[src/core/mtc_pkg.sv]
package mtc_pkg;

    // Register offsets on the serial register port
    localparam logic [5:0] ADDR_CHANNEL_NUMBER_MANT = 6'h14;
    localparam logic [5:0] ADDR_DEV       = 6'h15;
    localparam logic [5:0] ADDR_SM_ONE    = 6'h17;
    localparam logic [5:0] ADDR_SM_ZERO   = 6'h18;

    // Field positions
    localparam int DEV_EXP_LSB   = 4;
    localparam int DEV_MANT_LSB  = 0;
    localparam int AFTER_TX_LSB  = 0;
    localparam int AUTOCAL_LSB   = 4;

    // Reset values
    localparam logic [7:0] RST_CHANNEL_NUMBER_MANT = 8'hF8;
    localparam logic [2:0] RST_DEV_EXP   = 3'h4;
    localparam logic [2:0] RST_DEV_MANT  = 3'h7;

    // Arithmetic constants
    localparam int CHANNEL_NUMBER_OFS_W  = 20;
    localparam int DEV_WORD_W  = 11;
    localparam logic [2:0] MOD_MSK = 3'h7;

    // Calibration timing and every-fourth schedule
    localparam int CAL_CYCLES_DEF      = 8;
    localparam logic [1:0] CAL_NTH_LAST = 2'h3;

    typedef enum logic [1:0]
    {
        AFTER_IDLE      = 2'h0,
        AFTER_SYNTH_ON  = 2'h1,
        AFTER_STAY_TX   = 2'h2,
        AFTER_RX_UNUSED = 2'h3
    } mtc_after_tx_t;

    typedef enum logic [1:0]
    {
        CAL_NEVER     = 2'h0,
        CAL_ON_START  = 2'h1,
        CAL_ON_IDLE   = 2'h2,
        CAL_EVERY_4TH = 2'h3
    } mtc_autocal_t;

    typedef enum logic [3:0]
    {
        ST_IDLE     = 4'h1,
        ST_SYNTH_ON = 4'h2,
        ST_TX       = 4'h4,
        ST_CAL      = 4'h8
    } mtc_state_t;

    typedef struct packed
    {
        logic [7:0]    channel_number_step_mantissa;
        logic [2:0]    dev_exponent;
        logic [2:0]    dev_mantissa;
        mtc_after_tx_t after_tx_next_state;
        mtc_autocal_t  auto_calibration_policy;
    } mtc_cfg_t;

    typedef struct packed
    {
        logic       wr;
        logic [5:0] addr;
        logic [7:0] wdata;
    } mtc_reg_req_t;

endpackage

[src/core/mtc_top.sv]
// Notes on behaviour
// RULE1: Channel step mantissa has hidden leading one
// RULE2: Step mantissa register bits 7:0, reset F8
// RULE3: FSK deviation mantissa has hidden leading one
// RULE4: Exponent 6:4 reset 4, mantissa 2:0 reset 7
// RULE5: MSK uses mantissa as phase-change fraction
// RULE6: After packet: idle, synth-on, or stay TX
// RULE7: Software never writes 11 to next-state field
// RULE8: Policy 00 calibrates only on calibrate strobe
// RULE9: Policy 01 calibrates when leaving IDLE
// RULE10: Policy 10 each return, 11 every fourth
module mtc_top
#(
    parameter int CAL_CYCLES = mtc_pkg::CAL_CYCLES_DEF
)
(
    input  wire logic                             i_clk,
    input  wire logic                             i_rstn,
    input  mtc_pkg::mtc_reg_req_t                 i_reg_req,
    output logic      [7:0]                       o_reg_rdata,
    input  wire logic                             i_tx_strobe,
    input  wire logic                             i_synth_on_strobe,
    input  wire logic                             i_idle_strobe,
    input  wire logic                             i_calibrate_strobe,
    input  wire logic                             i_pkt_done,
    input  wire logic [1:0]                       i_channel_number_step_exponent,
    input  wire logic [7:0]                       i_channel_number,
    input  wire logic [2:0]                       i_mod_format,
    output mtc_pkg::mtc_state_t                   o_state,
    output logic                                  o_cal_busy,
    output logic                                  o_preamble_start,
    output logic      [mtc_pkg::CHANNEL_NUMBER_OFS_W-1:0]   o_channel_number_offset,
    output logic      [mtc_pkg::DEV_WORD_W-1:0]   o_dev_word,
    output logic      [2:0]                       o_msk_phase_frac
);
    import mtc_pkg::*;

    if (CAL_CYCLES < 1 || CAL_CYCLES > 256)
    begin : g_cal_check
        $error("CAL_CYCLES must lie in 1..256");
    end

    localparam logic [7:0] CAL_LAST = 8'(CAL_CYCLES - 1);

    mtc_cfg_t   cfg_r;
    logic [7:0] rdata_nxt;
    logic [7:0] rdata_r;
    mtc_state_t state_r;
    mtc_state_t state_nxt;
    mtc_state_t cal_ret_r;
    mtc_state_t cal_ret_nxt;
    mtc_state_t go_target;
    logic [7:0] cal_cnt_r;
    logic       preamble_r;
    logic       leave_idle;
    logic       tx_to_idle;
    logic       tx_done;
    logic       cal_req;

    // Register writes
    always_ff @(posedge i_clk or negedge i_rstn)
    begin
        if (!i_rstn)
        begin
            cfg_r.channel_number_step_mantissa      <= RST_CHANNEL_NUMBER_MANT;                    // RULE2
            cfg_r.dev_exponent            <= RST_DEV_EXP;                      // RULE4
            cfg_r.dev_mantissa            <= RST_DEV_MANT;                     // RULE4
            cfg_r.after_tx_next_state     <= AFTER_IDLE;                       // RULE6
            cfg_r.auto_calibration_policy <= CAL_NEVER;                        // RULE8
        end
        else if (i_reg_req.wr)
        begin
            unique case (i_reg_req.addr)
                ADDR_CHANNEL_NUMBER_MANT:
                    cfg_r.channel_number_step_mantissa <= i_reg_req.wdata;               // RULE2
                ADDR_DEV:
                begin
                    cfg_r.dev_exponent <= i_reg_req.wdata[DEV_EXP_LSB +: 3];   // RULE4
                    cfg_r.dev_mantissa <= i_reg_req.wdata[DEV_MANT_LSB +: 3];  // RULE4
                end
                ADDR_SM_ONE:
                    cfg_r.after_tx_next_state <=
                        mtc_after_tx_t'(i_reg_req.wdata[AFTER_TX_LSB +: 2]);   // RULE6
                ADDR_SM_ZERO:
                    cfg_r.auto_calibration_policy <=
                        mtc_autocal_t'(i_reg_req.wdata[AUTOCAL_LSB +: 2]);     // RULE8
                default:
                begin
                end
            endcase
        end
    end

    // Read mux; reserved bits and unmapped addresses read zero
    always_comb
    begin
        rdata_nxt = 8'h00;
        unique case (i_reg_req.addr)
            ADDR_CHANNEL_NUMBER_MANT:
                rdata_nxt = cfg_r.channel_number_step_mantissa;                          // RULE2
            ADDR_DEV:
            begin
                rdata_nxt[DEV_EXP_LSB +: 3]  = cfg_r.dev_exponent;             // RULE4
                rdata_nxt[DEV_MANT_LSB +: 3] = cfg_r.dev_mantissa;             // RULE4
            end
            ADDR_SM_ONE:
                rdata_nxt[AFTER_TX_LSB +: 2] = cfg_r.after_tx_next_state;
            ADDR_SM_ZERO:
                rdata_nxt[AUTOCAL_LSB +: 2] = cfg_r.auto_calibration_policy;
            default:
                rdata_nxt = 8'h00;
        endcase
    end

    always_ff @(posedge i_clk or negedge i_rstn)
    begin
        if (!i_rstn)
            rdata_r <= 8'h00;
        else
            rdata_r <= rdata_nxt;
    end

    assign o_reg_rdata = rdata_r;

    // Transition events, kept apart from the next-state logic to avoid a loop
    // through the calibration scheduler
    always_comb
    begin
        leave_idle = (state_r == ST_IDLE) && !i_calibrate_strobe
                     && (i_tx_strobe || i_synth_on_strobe);
        go_target  = i_tx_strobe ? ST_TX : ST_SYNTH_ON;
        tx_done    = (state_r == ST_TX) && i_pkt_done && !i_idle_strobe;
        // The unused code falls back to IDLE, the safest place to park
        tx_to_idle = (state_r == ST_TX) && (i_idle_strobe
                     || (tx_done && (cfg_r.after_tx_next_state == AFTER_IDLE
                     || cfg_r.after_tx_next_state == AFTER_RX_UNUSED))); // RULE7
    end

    mtc_cal_sched u_cal_sched
    (
        .i_clk        (i_clk),
        .i_rstn       (i_rstn),
        .i_policy     (cfg_r.auto_calibration_policy),
        .i_leave_idle (leave_idle),
        .i_tx_to_idle (tx_to_idle),
        .o_cal_req    (cal_req)
    );

    always_comb
    begin
        state_nxt   = state_r;
        cal_ret_nxt = cal_ret_r;
        unique case (state_r)
            ST_IDLE:
            begin
                if (i_calibrate_strobe)
                begin
                    state_nxt   = ST_CAL;                                      // RULE8
                    cal_ret_nxt = ST_IDLE;
                end
                else if (leave_idle && cal_req)
                begin
                    state_nxt   = ST_CAL;                                      // RULE9
                    cal_ret_nxt = go_target;
                end
                else if (leave_idle)
                    state_nxt = go_target;
            end
            ST_SYNTH_ON:
            begin
                if (i_tx_strobe)
                    state_nxt = ST_TX;
                else if (i_idle_strobe)
                    state_nxt = ST_IDLE;
            end
            ST_TX:
            begin
                if (tx_to_idle && cal_req)
                begin
                    state_nxt   = ST_CAL;                                      // RULE10
                    cal_ret_nxt = ST_IDLE;
                end
                else if (tx_to_idle)
                    state_nxt = ST_IDLE;                                       // RULE6
                else if (tx_done && cfg_r.after_tx_next_state == AFTER_SYNTH_ON)
                    state_nxt = ST_SYNTH_ON;                                   // RULE6
            end
            ST_CAL:
            begin
                if (cal_cnt_r == CAL_LAST)
                    state_nxt = cal_ret_r;
            end
            default:
            begin
                state_nxt   = ST_IDLE;
                cal_ret_nxt = ST_IDLE;
            end
        endcase
    end

    always_ff @(posedge i_clk or negedge i_rstn)
    begin
        if (!i_rstn)
        begin
            state_r   <= ST_IDLE;
            cal_ret_r <= ST_IDLE;
        end
        else
        begin
            state_r   <= state_nxt;
            cal_ret_r <= cal_ret_nxt;
        end
    end

    // Calibration length counter; strobes are ignored while it runs
    always_ff @(posedge i_clk or negedge i_rstn)
    begin
        if (!i_rstn)
            cal_cnt_r <= 8'h00;
        else if (state_r == ST_CAL && cal_cnt_r != CAL_LAST)
            cal_cnt_r <= cal_cnt_r + 8'h01;
        else
            cal_cnt_r <= 8'h00;
    end

    always_ff @(posedge i_clk or negedge i_rstn)
    begin
        if (!i_rstn)
            preamble_r <= 1'b0;
        else
            preamble_r <= tx_done && cfg_r.after_tx_next_state == AFTER_STAY_TX; // RULE6
    end

    assign o_state          = state_r;
    assign o_cal_busy       = (state_r == ST_CAL);
    assign o_preamble_start = preamble_r;

    mtc_calc u_calc
    (
        .i_clk                (i_clk),
        .i_rstn               (i_rstn),
        .i_cfg                (cfg_r),
        .i_channel_number_step_exponent (i_channel_number_step_exponent),
        .i_channel_number     (i_channel_number),
        .i_mod_format         (i_mod_format),
        .o_channel_number_offset        (o_channel_number_offset),
        .o_dev_word           (o_dev_word),
        .o_msk_phase_frac     (o_msk_phase_frac)
    );

    AST_MANT_RESET: assert property (@(posedge i_clk) disable iff (!i_rstn) // RULE2
        $rose(i_rstn) |-> cfg_r.channel_number_step_mantissa == RST_CHANNEL_NUMBER_MANT
            && cfg_r.dev_exponent == RST_DEV_EXP && cfg_r.dev_mantissa == RST_DEV_MANT)
        else $error("Configuration reset values wrong");

    AST_MANT_READBACK: assert property (@(posedge i_clk) disable iff (!i_rstn) // RULE2
        i_reg_req.wr && i_reg_req.addr == ADDR_CHANNEL_NUMBER_MANT
            ##1 i_reg_req.addr == ADDR_CHANNEL_NUMBER_MANT && !i_reg_req.wr
            |=> o_reg_rdata == $past(i_reg_req.wdata, 2))
        else $error("Step mantissa read back differs from write");

    AST_DEV_RESERVED: assert property (@(posedge i_clk) disable iff (!i_rstn) // RULE4
        i_reg_req.addr == ADDR_DEV && !i_reg_req.wr |=> o_reg_rdata[7] == 1'b0
            && o_reg_rdata[3] == 1'b0 && o_reg_rdata[6:4] == cfg_r.dev_exponent
            && o_reg_rdata[2:0] == cfg_r.dev_mantissa)
        else $error("Deviation register read wrong");

    AST_TXOFF_SYNTH: assert property (@(posedge i_clk) disable iff (!i_rstn) // RULE6
        tx_done && cfg_r.after_tx_next_state == AFTER_SYNTH_ON |=> state_r == ST_SYNTH_ON)
        else $error("Did not enter synth-on after packet");

    AST_TXOFF_STAY: assert property (@(posedge i_clk) disable iff (!i_rstn) // RULE6
        tx_done && cfg_r.after_tx_next_state == AFTER_STAY_TX
            |=> state_r == ST_TX && o_preamble_start ##1 !o_preamble_start)
        else $error("Stay-in-TX did not restart preamble once");

    AST_NO_AUTOCAL: assert property (@(posedge i_clk) disable iff (!i_rstn) // RULE8
        cfg_r.auto_calibration_policy == CAL_NEVER && leave_idle |=> state_r == $past(go_target))
        else $error("Calibration ran with automatic calibration off");

    AST_STROBE_CAL: assert property (@(posedge i_clk) disable iff (!i_rstn) // RULE8
        state_r == ST_IDLE && i_calibrate_strobe |=> o_cal_busy && cal_ret_r == ST_IDLE)
        else $error("Calibrate strobe ignored in IDLE");

    AST_CAL_ON_START: assert property (@(posedge i_clk) disable iff (!i_rstn) // RULE9
        cfg_r.auto_calibration_policy == CAL_ON_START && leave_idle
            |=> state_r == ST_CAL && cal_ret_r == $past(go_target))
        else $error("No calibration when leaving IDLE");

    AST_CAL_ON_RETURN: assert property (@(posedge i_clk) disable iff (!i_rstn) // RULE10
        cfg_r.auto_calibration_policy == CAL_ON_IDLE && tx_to_idle
            |=> state_r == ST_CAL ##[1:256] state_r == ST_IDLE)
        else $error("No calibration on return to IDLE");

    COV_STAY_TX: cover property (@(posedge i_clk) disable iff (!i_rstn)
        tx_done && cfg_r.after_tx_next_state == AFTER_STAY_TX);

    COV_START_CAL: cover property (@(posedge i_clk) disable iff (!i_rstn)
        leave_idle && cal_req ##[1:256] state_r == ST_TX);

    COV_FOURTH_CAL: cover property (@(posedge i_clk) disable iff (!i_rstn)
        cfg_r.auto_calibration_policy == CAL_EVERY_4TH && tx_to_idle && cal_req);

endmodule

[src/core/mtc_calc.sv]
module mtc_calc
(
    input  wire logic                             i_clk,
    input  wire logic                             i_rstn,
    input  mtc_pkg::mtc_cfg_t                     i_cfg,
    input  wire logic [1:0]                       i_channel_number_step_exponent,
    input  wire logic [7:0]                       i_channel_number,
    input  wire logic [2:0]                       i_mod_format,
    output logic      [mtc_pkg::CHANNEL_NUMBER_OFS_W-1:0]   o_channel_number_offset,
    output logic      [mtc_pkg::DEV_WORD_W-1:0]   o_dev_word,
    output logic      [2:0]                       o_msk_phase_frac
);
    import mtc_pkg::*;

    logic [8:0]            step_full;
    logic [11:0]           step_scaled;
    logic [3:0]            dev_full;
    logic                  is_msk;

    // Hidden leading one on both mantissas
    assign step_full   = {1'b1, i_cfg.channel_number_step_mantissa};                     // RULE1
    assign step_scaled = 12'(step_full) << i_channel_number_step_exponent;               // RULE1
    assign dev_full    = {1'b1, i_cfg.dev_mantissa};                           // RULE3
    assign is_msk      = (i_mod_format == MOD_MSK);

    always_ff @(posedge i_clk or negedge i_rstn)
    begin
        if (!i_rstn)
            o_channel_number_offset <= '0;
        else
            o_channel_number_offset <= 20'(step_scaled) * 20'(i_channel_number);        // RULE1
    end

    // Deviation word is forced to zero in MSK so the modulator cannot mix both uses
    always_ff @(posedge i_clk or negedge i_rstn)
    begin
        if (!i_rstn)
        begin
            o_dev_word       <= '0;
            o_msk_phase_frac <= '0;
        end
        else if (is_msk)
        begin
            o_dev_word       <= '0;                                            // RULE5
            o_msk_phase_frac <= i_cfg.dev_mantissa;                            // RULE5
        end
        else
        begin
            o_dev_word       <= 11'(dev_full) << i_cfg.dev_exponent;           // RULE3
            o_msk_phase_frac <= '0;
        end
    end

    AST_CHANNEL_NUMBER_OFFSET: assert property (@(posedge i_clk) disable iff (!i_rstn) // RULE1
        $past(i_rstn) |-> int'(o_channel_number_offset) == (256 + int'($past(i_cfg.channel_number_step_mantissa)))
            * (1 << $past(i_channel_number_step_exponent)) * int'($past(i_channel_number)))
        else $error("Channel offset does not follow spacing formula");

    AST_DEV_WORD: assert property (@(posedge i_clk) disable iff (!i_rstn) // RULE3
        $past(i_rstn) && $past(i_mod_format) != MOD_MSK |->
            int'(o_dev_word) == (8 + int'($past(i_cfg.dev_mantissa))) * (1 << $past(i_cfg.dev_exponent)))
        else $error("Deviation word does not follow deviation formula");

    AST_MSK_FRAC: assert property (@(posedge i_clk) disable iff (!i_rstn) // RULE5
        i_mod_format == MOD_MSK |=> o_dev_word == '0 && o_msk_phase_frac == $past(i_cfg.dev_mantissa))
        else $error("MSK mode did not route mantissa to phase fraction");

endmodule

[src/core/mtc_cal_sched.sv]
module mtc_cal_sched
(
    input  wire logic                   i_clk,
    input  wire logic                   i_rstn,
    input  mtc_pkg::mtc_autocal_t       i_policy,
    input  wire logic                   i_leave_idle,
    input  wire logic                   i_tx_to_idle,
    output logic                        o_cal_req
);
    import mtc_pkg::*;

    logic [1:0] ret_cnt_r;

    // Counts every TX-to-IDLE return, so a policy switch keeps the running phase
    always_ff @(posedge i_clk or negedge i_rstn)
    begin
        if (!i_rstn)
            ret_cnt_r <= 2'h0;
        else if (i_tx_to_idle)
            ret_cnt_r <= ret_cnt_r + 2'h1;                                     // RULE10
    end

    always_comb
    begin
        unique case (i_policy)
            CAL_NEVER:     o_cal_req = 1'b0;                                   // RULE8
            CAL_ON_START:  o_cal_req = i_leave_idle;                           // RULE9
            CAL_ON_IDLE:   o_cal_req = i_tx_to_idle;                           // RULE10
            CAL_EVERY_4TH: o_cal_req = i_tx_to_idle && ret_cnt_r == CAL_NTH_LAST; // RULE10
        endcase
    end

    AST_FOURTH_WRAP: assert property (@(posedge i_clk) disable iff (!i_rstn) // RULE10
        o_cal_req && i_policy == CAL_EVERY_4TH |=> ret_cnt_r == 2'h0 ##0 !o_cal_req)
        else $error("Every-fourth calibration out of phase");

endmodule

[config.mk]
export PLATFORM = sky130hd
export DESIGN_NAME = mtc_top
export DESIGN_NICKNAME = d
export VERILOG_FILES = /design/src/core/mtc_pkg.sv /design/src/core/mtc_top.sv /design/src/core/mtc_calc.sv /design/src/core/mtc_cal_sched.sv
export SDC_FILE = /design/constraint.sdc
export NUM_CORES = 1
export LEC_CHECK = 0
export BUFFER_PORTS_ARGS = -buffer_cell sky130_fd_sc_hd__clkbuf_2
export CORE_ASPECT_RATIO = 1.25
export CORE_UTILIZATION = 45
export DETAILED_ROUTE_END_ITERATION = 10
export PLACE_DENSITY = 0.61
export SLEW_MARGIN = 20
export SYNTH_ARGS = -nofsm -noshare
export SYNTH_HDL_FRONTEND = slang
export SYNTH_SLANG_ARGS = --single-unit
[constraint.sdc]
create_clock -name i_clk -period 14.8 [get_ports i_clk]
set_clock_uncertainty 0.15 [all_clocks]
set_input_delay 4.44 -clock i_clk [delete_from_list [all_inputs] [get_ports i_clk]]
set_output_delay 4.44 -clock i_clk [all_outputs]
set_load 0.01 [all_outputs]
==> impl_metrics.csv <==
group,metric,value,unit
status,outcome,"finished, final reports clean",
power,ir_drop,74.7,uV
sta,fin_hold_ws,0.326,ns
floorplan,placementRows,48,
floorplan,fp.dieH,137,um
critical_path,critPathKind,"primary input to flip-flop",
hold_path,min_path_cells,1,
finish,multi_input_area,4160,um2
finish,n_fill_cell,1281,
finish,antenna_cells,0,
global_route,antenna_found_initial,0,
critical_path,crit_chain,"clkbuf_2, nor3b_1, nand2_1, fa_1, fa_1, inv_1, fa_1, inv_1, fa_1, inv_1, ha_1, a21oi_1, o21ai_0, o221a_2, o311a_1, a311oi_1",
sta,worst_slew_pin_slew,0.948,ns
clocking,clock-root-buffer,"clkbuf_16",
clocking,cts_made_buffers,9,
route,viasPerCell,5.34,
logic_synthesis,synth-edff-count,0,
sta,hold_viol,0,
placed_design,io_buffer_count,82,
critical_path,r2r_cells,15,
sta,fmax,0.106,GHz
clocking,cts_tree,"built",
sta,rsz0062_at_grt,"no",
logic_synthesis,synthTopCellsByArea,"dfrtp_1, fa_1, ha_1",
route,drc,0,
floorplan,die_area,15100,um2
logic_synthesis,postSynthCellCount,656,
route,routed_wl,14200,um
placed_design,gp_congestion,0.866,
logic_synthesis,netlist-cell-type-count,65,
route,antenna_left,0,
critical_path,end_kind,"flip-flop",
clocking,cts_resized,0,
hold_path,min_path_type,"flip-flop to flip-flop",
finish,register_area,1970,um2
placed_design,dpl.hpwl,11100,um
finish,fin_nets,869,
clocking,insertion_delay,0.36,ns
critical_path,crit_fanout,27,
hold_path,min_from,"u_cal_sched.ret_cnt_r[0]",
floorplan,boundaryPins,83,
logic_synthesis,syn_nets,795,
global_route,grt_max_degree,79,
clocking,clk_pin_slew_worst_paths,0.06,ns
route,num_vias,4855,
route,drt_iter0_markers,187,
finish,drive_gt1_frac,0.190,
clocking,cts_setup_buffers,0,
floorplan,start_util,0.468,
finish,fin_area,7410,um2
finish,final_common_cell,"inv_1",
critical_path,max_stage_delay,0.82,ns
critical_path,path_common_cell,"fa_1",
finish,syn_to_final_growth,13.1,%
critical_path,crit_slowest_cell,"nor3b_1",
sta,setup-tns-final,0,ns
critical_path,r2r_setup_slack,9.40,ns
clocking,clockBufferDepth,2,
finish,fin_cells,910,
route,wire_per_inst,15.6,um
global_route,track_usage,0.210,
logic_synthesis,yosys.area.top_type,"dfrtp_1",
floorplan,die_w,110,um
clocking,clock_sinks,78,
sta,finalSetupViolCount,0,
global_route,gr-total-overflow,0,
power,p_leak,0.00385,uW
logic_synthesis,yosys.area.top_type_share,0.256,
floorplan,coreArea,14000,um2
critical_path,cp-start-kind,"primary input",
critical_path,crit_arrival,9.56,ns
finish,final_cell_mix,"inv_1, clkbuf_2, and2_1, dfrtp_1, fa_1",
sta,fin_crit_sh,0.639,
placed_design,dp.cells,894,
power,power_density,124,nW/um2
hold_path,hold_end,"u_cal_sched.ret_cnt_r[0]",
critical_path,r2r-end,"u_calc.o_channel_number_offset[16]",
finish,post-route-util,0.530,
sta,slew_headroom,0.368,
critical_path,reg2reg_from,"cfg_r[10]",
logic_synthesis,netlist_area,6550,um2
global_route,grt_first_pass_wirelength,24000,um
clocking,cts_hold_buf,0,
logic_synthesis,seq_area_frac_synth,0.300,
logic_synthesis,yosysWarnings,0,
critical_path,critPathRequiredTime,14.91,ns
run,drv_cap,0,
logic_synthesis,synth-seq-cells,78,
logic_synthesis,synth_area_per_cell,9.99,um2
logic_synthesis,async_flop_share,1.00,
clocking,htreeDepth,3,
logic_synthesis,synthFlopType,"dfrtp_1",
sta,finalCriticalPeriod,9.46,ns
route,dr.pass1.iters,4,
placed_design,placedInstanceArea,7110,um2
global_route,grt_pass1_vias,5048,
sta,drv_slew,0,
worst max-delay path by stage:
stage | from | to | depth (start not counted) | slack [ns]
after global placement | i_channel_number_step_exponent[1] | u_calc.o_channel_number_offset[16] | 16 | 5.08
final | i_channel_number_step_exponent[1] | u_calc.o_channel_number_offset[16] | 16 | 5.34
after CTS | i_channel_number_step_exponent[1] | u_calc.o_channel_number_offset[16] | 16 | 5.31
after floorplan | i_channel_number_step_exponent[0] | u_calc.o_channel_number_offset[16] | 17 | 5.61
after global routing | i_channel_number_step_exponent[1] | u_calc.o_channel_number_offset[16] | 16 | 5.03
after detailed placement | i_channel_number_step_exponent[1] | u_calc.o_channel_number_offset[16] | 16 | 4.96
Yosys cell counts (9+ instances only):
cell,number
xnor2_1,9
dfstp_2,11
xor2_1,10
and2_1,78
a21oi_1,21
nand2_1,38
mux2_2,20
fa_1,60
dfrtp_1,67
nor2_1,35
mux2i_1,10
ha_1,44
inv_1,93
o21ai_0,16
and3_1,11
clkbuf_1,16
nand2b_1,11
nand3_1,13
worst max-delay path: cells and delay by family:
kind	cells	cell delay, ns
buf+inv	4	0.45
fa+ha+maj	5	2.47
compound gates	5	1.18
simple gates	2	1.00
state kept, by name, indices dropped and copies added, names as in the netlist:
name / count
cfg_r: 18
u_calc.o_msk_phase_frac: 3
o_state: 4
o_preamble_start: 1
u_calc.o_dev_word: 11
o_reg_rdata: 8
cal_ret_r: 3
cal_cnt_r: 8
u_cal_sched.ret_cnt_r: 2
u_calc.o_channel_number_offset: 20
final cells by class:
cell class                 count  share of cell area
clock buffer                  11              0.0341
clock inverter                 5             0.00759
inverter                      93              0.0471
multi-input combinational    466               0.561
sequential                    78               0.265
tap                          175              0.0295
timing repair buffer          82              0.0557
metal layers:
layer,up-vias,share of wire,GRT usage,wire length [um]
li1,2320,-,-,-
met5,-,0,0,0
met3,23,0.030,0.0338,428
met4,0,0.025,0.0904,358
met1,2416,0.43,0.259,6100
met2,96,0.51,0.360,7270
cell families after synthesis:
| group | count (synthesis) | share of synthesized area |
|---|---|---|
| and+or+nand+nor | 225 | 0.194 |
| buffers and inverters | 112 | 0.0655 |
| adders and majority gates | 104 | 0.267 |
| AOI/OAI and AO/OA | 86 | 0.0918 |
| DFF | 78 | 0.300 |
| muxes | 32 | 0.0565 |
| xor gates and xnor gates | 19 | 0.0254 |
power breakdown:
| part | leakage, uW | internal, uW | switching [uW] | total, uW |
|---|---|---|---|---|
| registers | 0.00100 | 257 | 33.1 | 290 |
| clock network | 0.000152 | 140 | 91.3 | 231 |
| logic | 0.00269 | 170 | 229 | 398 |
| total | 0.00385 | 567 | 353 | 920 |
through the flow:
stage / setup slack, ns / power, uW
after CTS: 5.31 / 931
after floorplan: 5.61 / 583
after global routing: 5.03 / 997
final: 5.34 / 920
after global placement: 5.08 / 688
after detailed placement: 4.96 / 694
Note: power is estimated with default switching activity, not from simulation.
